$ cat src/hdl/selector_pkg.sv
// Constants, types and tables for the position selector controller.
// Assumes a 100 MHz mclk and an Avalon-MM slave with byte addresses.
package selector_pkg;

  // ==========================================================
  // Clock and timing
  localparam int unsigned CLK_HZ             = 32'h05F5E100;
  localparam int unsigned MS_PER_S           = 32'h000003E8;
  localparam int unsigned CYCLES_PER_MS      = CLK_HZ / MS_PER_S;
  localparam int unsigned HOME_SINGLE_MS     = 32'h000005AA;
  localparam int unsigned HOME_DUAL_MS       = 32'h00001068;
  localparam int unsigned HOME_SINGLE_CYCLES = HOME_SINGLE_MS * CYCLES_PER_MS;
  localparam int unsigned HOME_DUAL_CYCLES   = HOME_DUAL_MS * CYCLES_PER_MS;
  localparam int unsigned DEBOUNCE_MS        = 32'h00000005;
  localparam int unsigned DEBOUNCE_CYCLES    = DEBOUNCE_MS * CYCLES_PER_MS;
  localparam logic [1:0]  SETTLE_CYCLES      = 2'h2;

  // ==========================================================
  // Move times per config index {dual, row}, in ms
  localparam logic [8:0] FIRST_MS [0:7] = '{9'h096, 9'h073, 9'h060, 9'h055,
                                            9'h10D, 9'h0D4, 9'h0B8, 9'h09A};
  localparam logic [8:0] ADDL_MS  [0:7] = '{9'h06F, 9'h047, 9'h037, 9'h02B,
                                            9'h0E6, 9'h0AD, 9'h085, 9'h076};
  localparam logic [3:0] POS_COUNT [0:7] = '{4'h4, 4'h6, 4'h8, 4'hA,
                                             4'h6, 4'h8, 4'hA, 4'hC};
  localparam logic [3:0] HOME_POS      = 4'h1;
  localparam logic [3:0] TWO_POS_COUNT = 4'h2;
  localparam int unsigned NUM_IND      = 12;

  // ==========================================================
  // Register map
  localparam logic [3:0] CTRL_OFS      = 4'h0;
  localparam logic [3:0] STATUS_OFS    = 4'h4;
  localparam int unsigned CTRL_STEP_BIT = 0;
  localparam int unsigned CTRL_HOME_BIT = 1;
  localparam int unsigned STAT_POS_LSB  = 0;
  localparam int unsigned STAT_CNT_LSB  = 8;
  localparam int unsigned STAT_BUSY     = 12;
  localparam int unsigned STAT_HOMED    = 13;
  localparam int unsigned STAT_CCW      = 14;
  localparam int unsigned STAT_DUAL     = 15;
  localparam int unsigned STAT_MULTI    = 16;
  localparam int unsigned STAT_BAUD     = 17;
  localparam int unsigned STAT_STEPC    = 18;
  localparam int unsigned STAT_HOMEC    = 19;

  // ==========================================================
  // Types
  typedef struct packed {
    logic ccw;
    logic port2;
    logic port3;
    logic multi;
    logic baud_restore;
    logic dual;
  } strap_t;

  typedef enum logic [1:0] {
    ST_SAMPLE = 2'b00,
    ST_HOMING = 2'b01,
    ST_IDLE   = 2'b10,
    ST_MOVE   = 2'b11
  } ctl_state_t;

endpackage

$ cat src/hdl/contact_debounce.sv
// Synchroniser and debouncer for one contact-closure input.
// Assumes the raw pin is low while closed to common.
`timescale 1ns/1ps
module contact_debounce #(
  parameter int unsigned hold_cycles = selector_pkg::DEBOUNCE_CYCLES
) (
  input  wire logic mclk,
  input  wire logic arst_n,
  input  wire logic raw_n,
  output logic      closed,
  output logic      close_pulse
);
  import selector_pkg::*;

  typedef struct packed {
    logic        meta;
    logic        sync;
    logic        closed;
    logic        pulse;
    logic [19:0] cnt;
  } deb_t;

  localparam logic [19:0] HOLD_LAST = 20'(hold_cycles - 1);

  deb_t s;
  deb_t next_s;

  // ==========================================================
  // Filter
  always_comb
  begin
    next_s       = s;
    next_s.meta  = raw_n;
    next_s.sync  = s.meta;
    next_s.pulse = 1'b0;
    if ((~s.sync) != s.closed)
    begin
      if (s.cnt >= HOLD_LAST)
      begin
        next_s.closed = ~s.sync;
        next_s.pulse  = ~s.sync;
        next_s.cnt    = 20'h00000;
      end
      else
        next_s.cnt = s.cnt + 20'h00001;
    end
    else
      next_s.cnt = 20'h00000;
  end

  always_ff @(posedge mclk or negedge arst_n)
  begin
    if (!arst_n)
      s <= '{meta: 1'b1, sync: 1'b1, closed: 1'b0, pulse: 1'b0, cnt: 20'h00000};
    else
      s <= next_s;
  end

  assign closed      = s.closed;
  assign close_pulse = s.pulse;

endmodule // contact_debounce

$ cat src/hdl/segment_timer.sv
// Down counter that times one motion segment or the homing run.
// Assumes start is a one-cycle pulse from the same clock.
`timescale 1ns/1ps
module segment_timer (
  input  wire logic        mclk,
  input  wire logic        arst_n,
  input  wire logic        start,
  input  wire logic [31:0] load,
  output logic             done
);
  import selector_pkg::*;

  typedef struct packed {
    logic [31:0] cnt;
    logic        run;
    logic        done;
  } tmr_t;

  tmr_t s;
  tmr_t next_s;

  // ==========================================================
  // Count
  always_comb
  begin
    next_s      = s;
    next_s.done = 1'b0;
    if (start)
    begin
      next_s.cnt = load;
      next_s.run = 1'b1;
    end
    else if (s.run)
    begin
      if (s.cnt <= 32'h00000001)
      begin
        next_s.run  = 1'b0;
        next_s.done = 1'b1;
      end
      else
        next_s.cnt = s.cnt - 32'h00000001;
    end
  end

  always_ff @(posedge mclk or negedge arst_n)
  begin
    if (!arst_n)
      s <= '{cnt: 32'h00000000, run: 1'b0, done: 1'b0};
    else
      s <= next_s;
  end

  assign done = s.done;

endmodule // segment_timer

$ cat src/hdl/selector_ctl.sv
// Position selector controller: strap sampling, homing, step and home moves.
// Assumes contact and strap pins are asynchronous; Avalon-MM master on mclk.
`timescale 1ns/1ps
// Summary of operation
// - After reset the unit homes for 1.45 s single stage or 4.2 s dual stage.
// - Homing ends at position 1 and no move is taken before it ends.
// - An indicator is high only while the valve rests at its position.
// - A step closure moves exactly one position in the strapped direction.
// - A home closure drives to position 1 in the strapped direction.
// - A closure acts once when idle; one during homing or a move, or a held contact, is ignored.
// - Direction strap absent gives clockwise rising order, fitted gives ccw.
// - Straps are sampled once after reset and later changes are ignored.
// - Single stage straps 2/3 decode to 4, 6, 8 or 10 positions.
// - Dual stage straps 2/3 decode to 6, 8, 10 or 12 positions.
// - The count holds only the ring ports, never the centre port.
// - Without strap 4 the unit works as a two-position unit.
// - Straps 3 and 4 off with restore fitted asks for the default 9600 rate.
// - Move time is the first-position time plus the per-position time for each further position.
module selector_ctl #(
  parameter int unsigned cycles_per_ms      = selector_pkg::CYCLES_PER_MS,
  parameter int unsigned home_single_cycles = selector_pkg::HOME_SINGLE_CYCLES,
  parameter int unsigned home_dual_cycles   = selector_pkg::HOME_DUAL_CYCLES,
  parameter int unsigned debounce_cycles    = selector_pkg::DEBOUNCE_CYCLES
) (
  input  wire logic                 mclk,
  input  wire logic                 arst_n,
  input  wire logic                 step_contact_n,
  input  wire logic                 home_contact_n,
  input  wire selector_pkg::strap_t straps,
  input  wire logic [3:0]           avs_address,
  input  wire logic                 avs_read,
  input  wire logic                 avs_write,
  input  wire logic [31:0]          avs_writedata,
  input  wire logic [3:0]           avs_byteenable,
  output logic [31:0]               avs_readdata,
  output logic                      avs_waitrequest,
  output logic [11:0]               pos_reached,
  output logic [3:0]                position,
  output logic                      motor_run,
  output logic                      motor_ccw,
  output logic                      ready,
  output logic                      baud_default
);
  import selector_pkg::*;

  typedef struct packed {
    ctl_state_t  state;
    logic [1:0]  settle;
    strap_t      strap_meta;
    strap_t      strap_sync;
    strap_t      cfg;
    logic [2:0]  cfg_idx;
    logic [3:0]  count;
    logic [3:0]  pos;
    logic [3:0]  remain;
    logic        homed;
    logic [11:0] indicator;
    logic        motor_run;
    logic        motor_ccw;
    logic        baud_default;
    logic        tmr_start;
    logic [31:0] tmr_load;
    logic        ack;
    logic        waitreq;
    logic [31:0] readdata;
  } ctl_t;

  ctl_t        s;
  ctl_t        next_s;
  logic [1:0]  raw_n;
  logic [1:0]  closed;
  logic [1:0]  edge_pulse;
  logic        tmr_done;
  logic        bus_step;
  logic        bus_home;
  logic        step_go;
  logic        home_go;
  logic [3:0]  home_dist;
  logic [1:0]  row;
  logic [31:0] first_cycles;
  logic [31:0] addl_cycles;
  logic [31:0] status_word;

  // ==========================================================
  // Contact inputs
  assign raw_n = {home_contact_n, step_contact_n};

  genvar gi;
  generate
    for (gi = 0; gi < 2; gi++)
    begin : g_contact
      contact_debounce #(
        .hold_cycles (debounce_cycles)
      ) u_deb (
        .mclk        (mclk),
        .arst_n      (arst_n),
        .raw_n       (raw_n[gi]),
        .closed      (closed[gi]),
        .close_pulse (edge_pulse[gi])
      );
    end
  endgenerate

  segment_timer u_tmr (
    .mclk   (mclk),
    .arst_n (arst_n),
    .start  (s.tmr_start),
    .load   (s.tmr_load),
    .done   (tmr_done)
  );

  // ==========================================================
  // Helpers
  function automatic logic [3:0] adv_pos(input logic [3:0] p, input logic ccw,
                                         input logic [3:0] cnt);
    if (ccw)
      adv_pos = (p == HOME_POS) ? cnt : p - 4'h1;
    else
      adv_pos = (p >= cnt) ? HOME_POS : p + 4'h1;
  endfunction

  function automatic logic [11:0] onehot(input logic [3:0] p);
    onehot = 12'h001 << (p - 4'h1);
  endfunction

  always_comb
  begin
    case ({s.strap_sync.port2, s.strap_sync.port3})
      2'b11:   row = 2'h0;
      2'b00:   row = 2'h1;
      2'b10:   row = 2'h2;
      default: row = 2'h3;
    endcase
  end

  assign first_cycles = 32'(FIRST_MS[s.cfg_idx]) * 32'(cycles_per_ms);
  assign addl_cycles  = 32'(ADDL_MS[s.cfg_idx]) * 32'(cycles_per_ms);
  assign home_dist    = (s.pos == HOME_POS) ? 4'h0 :
                        s.cfg.ccw ? s.pos - HOME_POS : s.count + 4'h1 - s.pos;

  assign status_word = {12'h000, closed[1], closed[0], s.baud_default, s.cfg.multi,
                        s.cfg.dual, s.cfg.ccw, s.homed, s.state != ST_IDLE,
                        s.count, 4'h0, s.pos};

  // ==========================================================
  // Bus requests
  assign bus_step = s.ack && avs_write && (avs_address == CTRL_OFS)
                    && avs_byteenable[0] && avs_writedata[CTRL_STEP_BIT];
  assign bus_home = s.ack && avs_write && (avs_address == CTRL_OFS)
                    && avs_byteenable[0] && avs_writedata[CTRL_HOME_BIT];
  assign step_go  = edge_pulse[0] || bus_step;
  assign home_go  = edge_pulse[1] || bus_home;

  // ==========================================================
  // Control
  always_comb
  begin
    next_s            = s;
    next_s.tmr_start  = 1'b0;
    next_s.ack        = 1'b0;
    next_s.waitreq    = 1'b1;
    next_s.strap_meta = straps;
    next_s.strap_sync = s.strap_meta;
    if ((avs_read || avs_write) && !s.ack)
    begin
      next_s.ack      = 1'b1;
      next_s.waitreq  = 1'b0;
      next_s.readdata = (avs_read && avs_address == STATUS_OFS) ? status_word : 32'h0;
    end
    case (s.state)
      ST_SAMPLE:
      begin
        if (s.settle == SETTLE_CYCLES)
        begin
          next_s.cfg     = s.strap_sync;
          next_s.cfg_idx = {s.strap_sync.dual, row};
          next_s.count   = s.strap_sync.multi ?
                           POS_COUNT[{s.strap_sync.dual, row}] : TWO_POS_COUNT;
          next_s.baud_default = !s.strap_sync.port3 && !s.strap_sync.multi
                                && s.strap_sync.baud_restore;
          next_s.tmr_start = 1'b1;
          next_s.tmr_load  = s.strap_sync.dual ? 32'(home_dual_cycles)
                                               : 32'(home_single_cycles);
          next_s.motor_run = 1'b1;
          next_s.motor_ccw = s.strap_sync.ccw;
          next_s.state     = ST_HOMING;
        end
        else
          next_s.settle = s.settle + 2'h1;
      end
      ST_HOMING:
      begin
        if (tmr_done)
        begin
          next_s.pos       = HOME_POS;
          next_s.homed     = 1'b1;
          next_s.motor_run = 1'b0;
          next_s.indicator = onehot(HOME_POS);
          next_s.state     = ST_IDLE;
        end
      end
      ST_IDLE:
      begin
        if ((home_go && home_dist != 4'h0) || (step_go && !home_go))
        begin
          next_s.remain    = home_go ? home_dist : 4'h1;
          next_s.tmr_start = 1'b1;
          next_s.tmr_load  = first_cycles;
          next_s.indicator = 12'h000;
          next_s.motor_run = 1'b1;
          next_s.motor_ccw = s.cfg.ccw;
          next_s.state     = ST_MOVE;
        end
      end
      ST_MOVE:
      begin
        if (tmr_done)
        begin
          next_s.pos = adv_pos(s.pos, s.cfg.ccw, s.count);
          if (s.remain <= 4'h1)
          begin
            next_s.remain    = 4'h0;
            next_s.motor_run = 1'b0;
            next_s.indicator = onehot(adv_pos(s.pos, s.cfg.ccw, s.count));
            next_s.state     = ST_IDLE;
          end
          else
          begin
            next_s.remain    = s.remain - 4'h1;
            next_s.tmr_start = 1'b1;
            next_s.tmr_load  = addl_cycles;
          end
        end
      end
      default:
        next_s.state = ST_SAMPLE;
    endcase
  end

  always_ff @(posedge mclk or negedge arst_n)
  begin
    if (!arst_n)
    begin
      s        <= '0;
      s.state  <= ST_SAMPLE;
      s.pos    <= HOME_POS;
      s.count  <= TWO_POS_COUNT;
      s.waitreq <= 1'b1;
    end
    else
      s <= next_s;
  end

  // ==========================================================
  // Outputs
  assign avs_readdata    = s.readdata;
  assign avs_waitrequest = s.waitreq;
  assign pos_reached     = s.indicator;
  assign position        = s.pos;
  assign motor_run       = s.motor_run;
  assign motor_ccw       = s.motor_ccw;
  assign ready           = s.homed;
  assign baud_default    = s.baud_default;
endmodule // selector_ctl

$ cat config.mk
export PLATFORM = sky130hd
export DESIGN_NAME = selector_ctl
export DESIGN_NICKNAME = d
export VERILOG_FILES = /design/src/hdl/selector_pkg.sv /design/src/hdl/contact_debounce.sv /design/src/hdl/segment_timer.sv /design/src/hdl/selector_ctl.sv
export SDC_FILE = /design/constraint.sdc
export NUM_CORES = 1
export LEC_CHECK = 0
export BUFFER_PORTS_ARGS = -buffer_cell sky130_fd_sc_hd__buf_2
export CAP_MARGIN = 20
export CORE_ASPECT_RATIO = 1.2
export CORE_MARGIN = 10
export CORE_UTILIZATION = 60
export CTS_CLUSTER_SIZE = 30
export DETAILED_ROUTE_END_ITERATION = 10
export GPL_TIMING_DRIVEN = 0
export HOLD_SLACK_MARGIN = 0.05
export PLACE_DENSITY = 0.8
export SKIP_CTS_REPAIR_TIMING = 1
export SLEW_MARGIN = 20
export SYNTH_ARGS = -nofsm -noshare
export SYNTH_HDL_FRONTEND = slang
export SYNTH_SLANG_ARGS = --single-unit
$ cat constraint.sdc
create_clock -name mclk -period 11.47 [get_ports mclk]
set_input_delay 1.147 -clock mclk [delete_from_list [all_inputs] [get_ports mclk]]
set_output_delay 1.147 -clock mclk [all_outputs]
set_load 0.1 [all_outputs]
* Word-level counts from Yosys, hierarchy flattened
Memory sizes are Yosys's and may differ from the RTL's. Index checks and enable logic that the tools add are counted.
Cells by class: add/subtract/negate cells 10, $mul 2, magnitude comparators 7, equality and inequality tests 18, shift-type cells 1, multiplexer cells 57, bitwise operators 5, reductions and logical operators 41
Operators by type and width (number):
- two-way mux 33 bit | 4
- two-way mux 20 bit | 5
- case mux 33 bit (3 select lines) | 1
- two-way mux 34 bit | 2
- two-way mux 4 bit | 15
- multiplier 9 x 12 -> 21 bit (second input constant) | 2
- adder 20 x 1 -> 20 bit (second input constant) | 2
- >= comparator 20 x 19 -> 1 bit (second input constant) | 2
- two-way mux 13 bit | 3
- two-way mux 36 bit | 1
- two-way mux 9 bit | 4
- case mux 12 bit (3 select lines) | 1
- <= comparator 32 x 1 -> 1 bit (second input constant) | 1
- two-way mux 32 bit | 1
- subtractor 32 x 1 -> 32 bit (second input constant) | 1
- two-way mux 29 bit | 1
- case mux 4 bit (2 select lines) | 2
- AND reduction 5 bit | 3
- two-way mux 14 bit | 1
- two-way mux 2 bit | 6
- inequality test 2 bit (second input constant) | 6
- AND reduction 2 bit | 6
- << shifter 1 x 4 -> 12 bit (first input constant) | 1
- subtractor 4 x 1 -> 4 bit (second input constant) | 3
- other kinds (29) | 67
Storage, ports and cells: register bits 199, bits in read-only memories 176, bits of input ports 52, output and inout port bits 53, logic and storage cells 188, memories kept 3
Memory list:
- (name not given) | depth 8, bits a word 9, rd ports 1, clocked after Yosys merged registers in 0, wr ports 0, RTL line selector_ctl.sv:137 | assign addl_cycles = 32'(ADDL_MS[s.cfg_idx]) * 32'(cycles_per_ms);
- (name not given) | depth 8, bits a word 9, rd ports 1, clocked after Yosys merged registers in 0, wr ports 0, RTL line selector_ctl.sv:136 | assign first_cycles = 32'(FIRST_MS[s.cfg_idx]) * 32'(cycles_per_ms);
- (name not given) | depth 8, bits a word 4, rd ports 1, clocked after Yosys merged registers in 0, wr ports 0, RTL line selector_ctl.sv:178 | POS_COUNT[{s.strap_sync.dual, row}] : TWO_POS_COUNT;

* Logic depth before layout (Yosys ltp)
Gate-level depths: netlist (run 1).
depth in word-level cells 11, mapped depth 22

* Modules after synthesis
A second synthesis (run 1) with hierarchy kept.
Unflattened totals: cells, all modules 1290, area total of the unflattened synthesis 11957.7 um^2
By module, submodules not included:
- selector_ctl | instances 1, cells each 807, area an instance 7534.7 um^2
- contact_debounce | instances 2, cells each 116, area an instance 1159.9 um^2
- segment_timer | instances 1, cells each 251, area an instance 2103.3 um^2

* Least setup slack after synthesis (run 1)
OpenSTA, ideal clock, no wires.
kind reg2reg, start register s[96] in the netlist's numbering, end register s[55] in the netlist's numbering, setup time 125 ps, arrival time 4575 ps, data required time 11345 ps, slack 6770 ps, stages on the path, launching flop included 18, path buffers 1, path through dfrtp_1 clkbuf_1 inv_1 ha_1 nor2b_1 a21o_1 ha_1 ha_1 a31o_2 fa_1 ha_1 ha_1 o21ai_0 o31ai_1 o21ai_0 xnor2_1 a211o_1 mux2_2
Between the ends: longest elaborated chain between the ends 8
Ends and longest elaborated chain:
- from (decl) | RTL line selector_ctl.sv:68 | ctl_t s;
- from (signal assigned) | RTL line selector_ctl.sv:251 | s <= next_s;
- NOT 3 -> 4 bit (implied by the code) (*) | RTL line selector_ctl.sv:136, selector_ctl.sv:137
- memory read (8 x 9 bit)
- two-way mux 9 bit (implied by the code) (2 in series) | RTL line selector_ctl.sv:137
- multiplier 9 x 12 -> 21 bit | RTL line selector_ctl.sv:137
- two-way mux 33 bit | RTL line selector_ctl.sv:220 | if (s.remain <= 4'h1)
- two-way mux 33 bit | RTL line selector_ctl.sv:217 | if (tmr_done)
- case mux 33 bit (3 select lines) (*) | RTL line selector_ctl.sv:170 | case (s.state)
Mark *: on every way between the ends. The rest lies on a longest branch, timed or not. The select of a mux whose other input is x is not followed. A chain may end at the register's enable or synchronous reset.

* Final worst setup path (run 1)
start register s[96] in the netlist's numbering, end register s[58] in the netlist's numbering
The elaborated chain is that of the path after synthesis.

==> flow_metrics.env, run 1 <==
export IMPL_antenna_found_initial=0
export IMPL_grt_overflow=0
export IMPL_drt_initial_drc_count=498
export IMPL_pwr_share_seq_pct=48.7
export IMPL_cts_root_buf="clkbuf_16"
export IMPL_final_cells=1558
export IMPL_sw_frac_of_total_pct=24.1
export IMPL_cts_sinks=171
export IMPL_pre_cts_ws_ps=5770
export IMPL_grt_pass1_vias=9259
export IMPL_grt_max_degree=102
export IMPL_post_dp_cell_area_um2=12100
export IMPL_n_antenna_cell=0
export IMPL_final_util_pct=67.6
export IMPL_yosysMostFrequentCell="dfrtp_1"
export IMPL_io_pins=105
export IMPL_ys_flop_type="dfrtp_1"
export IMPL_synth_cell_types=83
export IMPL_core_um2=18700
export IMPL_whs_ps=350
export IMPL_critical_path_startpoint="s[96]"
export IMPL_post_route_min_period_ps=5790
export IMPL_yosys_top_cells_area="dfrtp_1 (36%), ha_1 (14%), nor2_1 (4.2%), nand2_1 (4.0%), xnor2_1 (3.9%)"
export IMPL_routedWlPerCell_um=16.9
export IMPL_path_clk_slew_ps=70
export IMPL_grt_first_pass_wirelength_um=44300
export IMPL_place_congestion=0.932
export IMPL_p_int_uw=959
export IMPL_grtUsageTotal_pct=21.5
export IMPL_worst_slack_ps=5680
export IMPL_synth_commonest_cells="dfrtp_1 (164), ha_1 (128), nor2_1 (126)"
export IMPL_critPathCaptureType="flip-flop"
export IMPL_slowest_delay_ps=510
export IMPL_die_area_um2=24900
export IMPL_cp_num_buf_inv=5
export IMPL_yosysTopAreaCell="dfrtp_1"
export IMPL_tritoncts="yes"
export IMPL_seq_area_frac_synth_pct=37.7
export IMPL_first_pass_iters=6
export IMPL_cp_start_kind="flip-flop"
export IMPL_multi_input_area_um2=6390
export IMPL_ir_drop_uv=90.3
export IMPL_path_cells="clkbuf_1 > inv_1 > ha_1 > nor2b_1 > a21oi_1 > ha_1 > ha_1 > inv_1 > fa_1 > inv_1 > ha_1 > inv_1 > fa_1 > nor2b_1 > o31ai_1 > a2111oi_0 > nor2_1 > o21ai_0 > xor2_1 > a22oi_1 > a31oi_1"
export IMPL_cts_path_max_buffers=2
export IMPL_synthToLayoutAreaGrowth_pct=11.3
export IMPL_hold_path_class="reg2reg"
export IMPL_async_flop_share_pct=100
export IMPL_final_hold_violation_count=0
export IMPL_vias=8987
export IMPL_cts_buffers=17
export IMPL_power_clock_fraction_pct=46.0
export IMPL_tns_ps=0
export IMPL_finalClockSkew_ps=9.78
export IMPL_slew_violations=0
export IMPL_finalSetupViolCount=0
export IMPL_regArea_um2=4290
export IMPL_clk_latency_ps=430
export IMPL_finalNetCount=1483
export IMPL_drv_cap=0
export IMPL_ys_seq_elements=171
export IMPL_critical_path_required_ps=11820
export IMPL_cp_slowest_cell="dfrtp_1"
export IMPL_htree_num_levels=4
export IMPL_postRouteAntennaNets=0
export IMPL_netlist_area_um2=11400
export IMPL_critPathTopFamily="adder cells"
export IMPL_start_util_pct=60.8
export IMPL_avgSynthCellArea_um2=9.50
export IMPL_relSlewSlack_pct=34.0
export IMPL_synth_edf_count=0
export IMPL_power_total_mw=1.26
export IMPL_power_density_nw_per_um2=99.8
export IMPL_critPathMaxFanout=10
export IMPL_rsz0062_at_grt="false"
export IMPL_netSwitchingPower_uw=304
export IMPL_fmaxAchievable_mhz=173
export IMPL_p_leak_nw=6.22
export IMPL_portBuffers=54
export IMPL_synth_top_area_share_pct=36.1
export IMPL_design_area_um2=12700
export IMPL_die_x_um=146
export IMPL_dp_hpwl_um=19700
export IMPL_arrival_ps=6140
export IMPL_routed_wl_um=26300
export IMPL_tightest_slew_ps=983
export IMPL_yosysWarnings=0
export IMPL_syn_inst=1197
export IMPL_status="complete, no violations"
export IMPL_min_from="next_s[109]"
export IMPL_num_rows=55
export IMPL_fin_crit_sh_pct=50.5
export IMPL_fill_cells=1519
export IMPL_route_detailed_drc=0
export IMPL_power_share_combinational_pct=5.4
export IMPL_avgViaCountPerCell=5.77
export IMPL_die_h_um=171
export IMPL_timing_rr_start="s[96]"
export IMPL_crit_type="reg2reg"
export IMPL_placed_cells=1526
export IMPL_drive_above_1_share_pct=13.4
==> registers in the layout (all words and copies together) (netlist names), 2 cells and up <==
signal and cells:
s 47, g_contact.u_deb.s 42, u_tmr.s 33, avs_readdata 15
pos_reached 12, next_s 6, position 4, g_contact.u_deb.close_pulse 2
g_contact.u_deb.closed 2, g_contact.u_deb.next_s 2
==> logic make-up after synthesis <==
group / synth area share (%)
simple gates: 15.7
compound gates: 14.7
flops: 37.7
buf+inv: 6.72
fa+ha+maj: 16.5
xor+xnor: 8.06
mux: 0.572
other cells: 0.0330
==> routing by layer <==
metal  wire length (um)  vias up  global-route usage [%]  share of wire (%)
li1                   -     4274                       -                  -
met1              10800     4325                    24.1                 41
met2              13100      295                    38.5                 50
met3               1150       93                    3.75                4.4
met4               1200        0                    10.8                4.6
met5                  0        -                       0                  0
==> layout by cell type, fill, tap and decap left out, types with 32 or more instances in the layout <==
master      n
dfrtp_1   164
ha_1      128
nor2_1    126
nand2_1   121
o21ai_0    73
inv_1      60
buf_2      53
xor2_1     51
xnor2_1    51
buf_4      48
a21oi_1    41
clkbuf_1   32
==> worst paths after layout <==
kind / cells after the start / slack (ps) / to
max in group asynchronous: 2 / 9930 / u_tmr.s[28]
max: 21 / 5680 / s[58]
max reg2reg: 21 / 5680 / s[58]
min: 0 / 350 / s[109]
min reg2reg: 0 / 350 / s[109]
min in group asynchronous: 1 / 680 / g_contact[0].u_deb.s[7]
==> layout make-up <==
cell class,instances,share of cell area (%)
clock inverter,12,1.09
multi-input combinational,898,50.4
timing repair buffer,55,2.43
tap,256,2.53
clock buffer,20,3.61
inverter,61,1.81
sequential,171,33.9
buffer,85,4.23
==> power by group through the flow <==
| stage | registers (mW) | clock network, mW | logic (mW) |
|---|---|---|---|
| final | 0.615 | 0.580 | 0.0678 |
| after global routing | 0.615 | 0.614 | 0.0734 |
| after CTS | 0.615 | 0.588 | 0.0684 |
| after detailed placement | 0.626 | 0 | 0.0682 |
| after global placement | 0.626 | 0 | 0.0659 |
| after floorplan | 0.628 | 0 | 0.0436 |
No activity file was read; power rests on OpenSTA's default activity.
==> run 2: changes to the inputs <==
--- a/config.mk
+++ b/config.mk
@@ -5,16 +5,17 @@
 export SDC_FILE = /design/constraint.sdc
 export NUM_CORES = 1
 export LEC_CHECK = 0
+export ABC_AREA = 1
 export BUFFER_PORTS_ARGS = -buffer_cell sky130_fd_sc_hd__buf_2
 export CAP_MARGIN = 20
 export CORE_ASPECT_RATIO = 1.2
 export CORE_MARGIN = 10
-export CORE_UTILIZATION = 60
+export CORE_UTILIZATION = 56
 export CTS_CLUSTER_SIZE = 30
 export DETAILED_ROUTE_END_ITERATION = 10
 export GPL_TIMING_DRIVEN = 0
 export HOLD_SLACK_MARGIN = 0.05
-export PLACE_DENSITY = 0.8
+export PLACE_DENSITY = 0.78
 export SKIP_CTS_REPAIR_TIMING = 1
 export SLEW_MARGIN = 20
 export SYNTH_ARGS = -nofsm -noshare
==> constraint.sdc (replaced) <==
create_clock -name mclk -period 5.3 [get_ports mclk]
set_input_delay 0.53 -clock mclk [delete_from_list [all_inputs] [get_ports mclk]]
set_output_delay 0.53 -clock mclk [all_outputs]
set_load 0.1 [all_outputs]
==> run 2 against run 1 <==
Area after synthesis up 11%. Sequential share of layout area down 3.0 points. Largest power group unchanged. Highest routed layer unchanged. Final area up 9.7%.
==> flow_metrics.env, run 2 <==
export IMPL_synth_commonest_cells="nand2_1 (417), inv_1 (177), nor2_1 (174)"
export IMPL_postRouteAntennaNets=0
export IMPL_ys_flop_type="dfrtp_1"
export IMPL_critical_path_required_ps=5620
export IMPL_antenna_found_initial=0
export IMPL_drive_above_1_share_pct=12.4
export IMPL_tns_ps=0
export IMPL_yosysMostFrequentCell="nand2_1"
export IMPL_netlist_area_um2=12600
export IMPL_fin_crit_sh_pct=93.4
export IMPL_routedWlPerCell_um=15.2
export IMPL_cts_buffers=17
export IMPL_yosys_top_cells_area="dfrtp_1 (33%), ha_1 (13%), nand2_1 (12%), inv_1 (5.3%), nor2_1 (5.2%)"
export IMPL_p_leak_nw=7.35
export IMPL_synth_top_family_by_area="simple AND/OR/NAND/NOR gates"
export IMPL_synth_edf_count=0
export IMPL_critPathCaptureType="flip-flop"
export IMPL_fmaxAchievable_mhz=202
export IMPL_first_pass_iters=6
export IMPL_grt_max_degree=88
export IMPL_synth_top_area_share_pct=32.6
export IMPL_cp_start_kind="flip-flop"
export IMPL_arrival_ps=5270
export IMPL_finalClockSkew_ps=8.30
export IMPL_slew_violations=0
export IMPL_synthAdderAreaFrac_pct=14.9
export IMPL_avgSynthCellArea_um2=7.65
export IMPL_status="complete, no violations"
export IMPL_synthMuxAreaShare_pct=0
export IMPL_n_antenna_cell=0
export IMPL_syn_inst=1646
export IMPL_seq_area_frac_synth_pct=34.0
export IMPL_route_detailed_drc=0
export IMPL_tightest_slew_ps=661
export IMPL_netSwitchingPower_uw=728
export IMPL_portBuffers=54
export IMPL_grtUsageTotal_pct=21.9
export IMPL_die_h_um=184
export IMPL_final_hold_violation_count=0
export IMPL_dp_hpwl_um=23900
export IMPL_start_util_pct=56.5
export IMPL_ys_seq_elements=171
export IMPL_synth_simple_area_share_pct=28.6
export IMPL_grt_overflow=0
export IMPL_yosysWarnings=0
export IMPL_grt_pass1_vias=10900
export IMPL_post_route_min_period_ps=4950
export IMPL_whs_ps=74.3
export IMPL_largestRegisters="s x47, g_contact.u_deb.s x42, u_tmr.s x33"
export IMPL_p_int_mw=1.98
export IMPL_synthToLayoutAreaGrowth_pct=10.3
export IMPL_htree_num_levels=4
export IMPL_largest_reg_flops=47
export IMPL_synth_cell_types=58
export IMPL_cts_path_max_buffers=2
export IMPL_final_cell_mix="nand2_1 (417), inv_1 (177), nor2_1 (174)"
export IMPL_relSlewSlack_pct=55.9
export IMPL_grt_first_pass_wirelength_um=52000
export IMPL_power_clock_fraction_pct=45.0
export IMPL_place_congestion=0.958
export IMPL_critical_path_startpoint="s[95]"
export IMPL_hold_path_class="in2async"
export IMPL_drv_cap=0
export IMPL_drt_initial_drc_count=697
export IMPL_yosysTopAreaCell="dfrtp_1"
export IMPL_power_share_combinational_pct=5.9
export IMPL_clk_latency_ps=450
export IMPL_ir_drop_uv=261
export IMPL_synth_xor_area_share_pct=3.96
export IMPL_critPathMaxFanout=14
export IMPL_path_clk_slew_ps=80
export IMPL_timing_rr_start="s[95]"
export IMPL_power_density_nw_per_um2=195
export IMPL_vias=11000
export IMPL_cts_sinks=171
export IMPL_finalSetupViolCount=0
export IMPL_routed_wl_um=30800
export IMPL_synth_compound_area_share_pct=8.60
export IMPL_cts_root_buf="clkbuf_16"
export IMPL_final_common_cell="nand2_1"
export IMPL_avgViaCountPerCell=5.39
export IMPL_num_rows=60
export IMPL_crit_type="reg2reg"
export IMPL_die_x_um=157
export IMPL_core_um2=22300
export IMPL_die_area_um2=28900
export IMPL_async_flop_share_pct=100
export IMPL_pwr_share_seq_pct=49.1
export IMPL_finalNetCount=1932
export IMPL_rsz0062_at_grt="false"
export IMPL_sw_frac_of_total_pct=26.9
export IMPL_io_pins=105
export IMPL_tritoncts="yes"
export IMPL_regMostFlops="s"
[run 2: area by class of cell]
cell class,count,area (um^2)
clock inverter,15,146
clock buffer,17,425
multi-input combinational,1233,7130
timing repair buffer,55,308
buffer,75,544
tap,279,349
fill,1908,8410
sequential,171,4290
inverter,185,694
[run 2: worst max-delay path: stages, from the launching register on]
cell and delay [ps]:
dfrtp_1 510, inv_1 460, ha_1 320, clkbuf_1 200, nand2_1 210, inv_1 80
nor2_1 270, ha_1 200, inv_1 50, fa_1 470, fa_1 550, inv_1 40
ha_1 330, inv_1 80, nor2_1 40, nand2_1 110, nand3_1 130, nand2_1 90
nand2_1 80, nand2_1 60, nand2_1 80, nand2_1 70, nand2_1 40, nor2_1 250
nand3_1 110
[run 2: path summary, 6_finish.rpt]
kind	endpoint	slack, ps	depth (start not counted)
max	s[58]	350	24
min	u_tmr.s[2]	70	1
max reg2reg	s[58]	350	24
min reg2reg	s[104]	350	0
max in group asynchronous	g_contact[1].u_deb.s[22]	4300	2
min in group mclk	g_contact[0].u_deb.next_s[22]	180	1
[run 2: power by group through the flow]
stage / Sequential (mW) / Combinational [mW] / Clock (mW)
2_1_floorplan: 1.36 / 0.105 / 0
3_3_place_gp: 1.35 / 0.155 / 0
3_5_place_dp: 1.35 / 0.160 / 0
4_1_cts: 1.33 / 0.161 / 1.24
5_1_grt: 1.33 / 0.174 / 1.29
6_report: 1.33 / 0.160 / 1.22
[run 2: through the flow]
step	cell area (um^2)	total power [mW]	setup slack [ps]	util, %	std cells
finish	13900	2.71	350	62.3	2030
global route	13900	2.79	2.28	62.3	2030
CTS	13900	2.72	409	62.3	2030
detailed placement	13300	1.51	436	59.7	1998
global placement	13300	1.51	424	59.6	1997
floorplan	12700	1.46	1150	-	1664
[run 2: kinds of logic after synthesis]
kind of cell,Yosys count
other,1
adders and majority gates,142
buffers and inverters,260
DFF,171
AOI/OAI and AO/OA,188
xor gates and xnor gates,57
and+or+nand+nor,827
[run 2: layer usage]
metal / track usage, % / wire length, um
met5: 0 / 0
met4: 8.73 / 900
met3: 2.94 / 1390
met2: 39.1 / 15800
met1: 25.9 / 12800
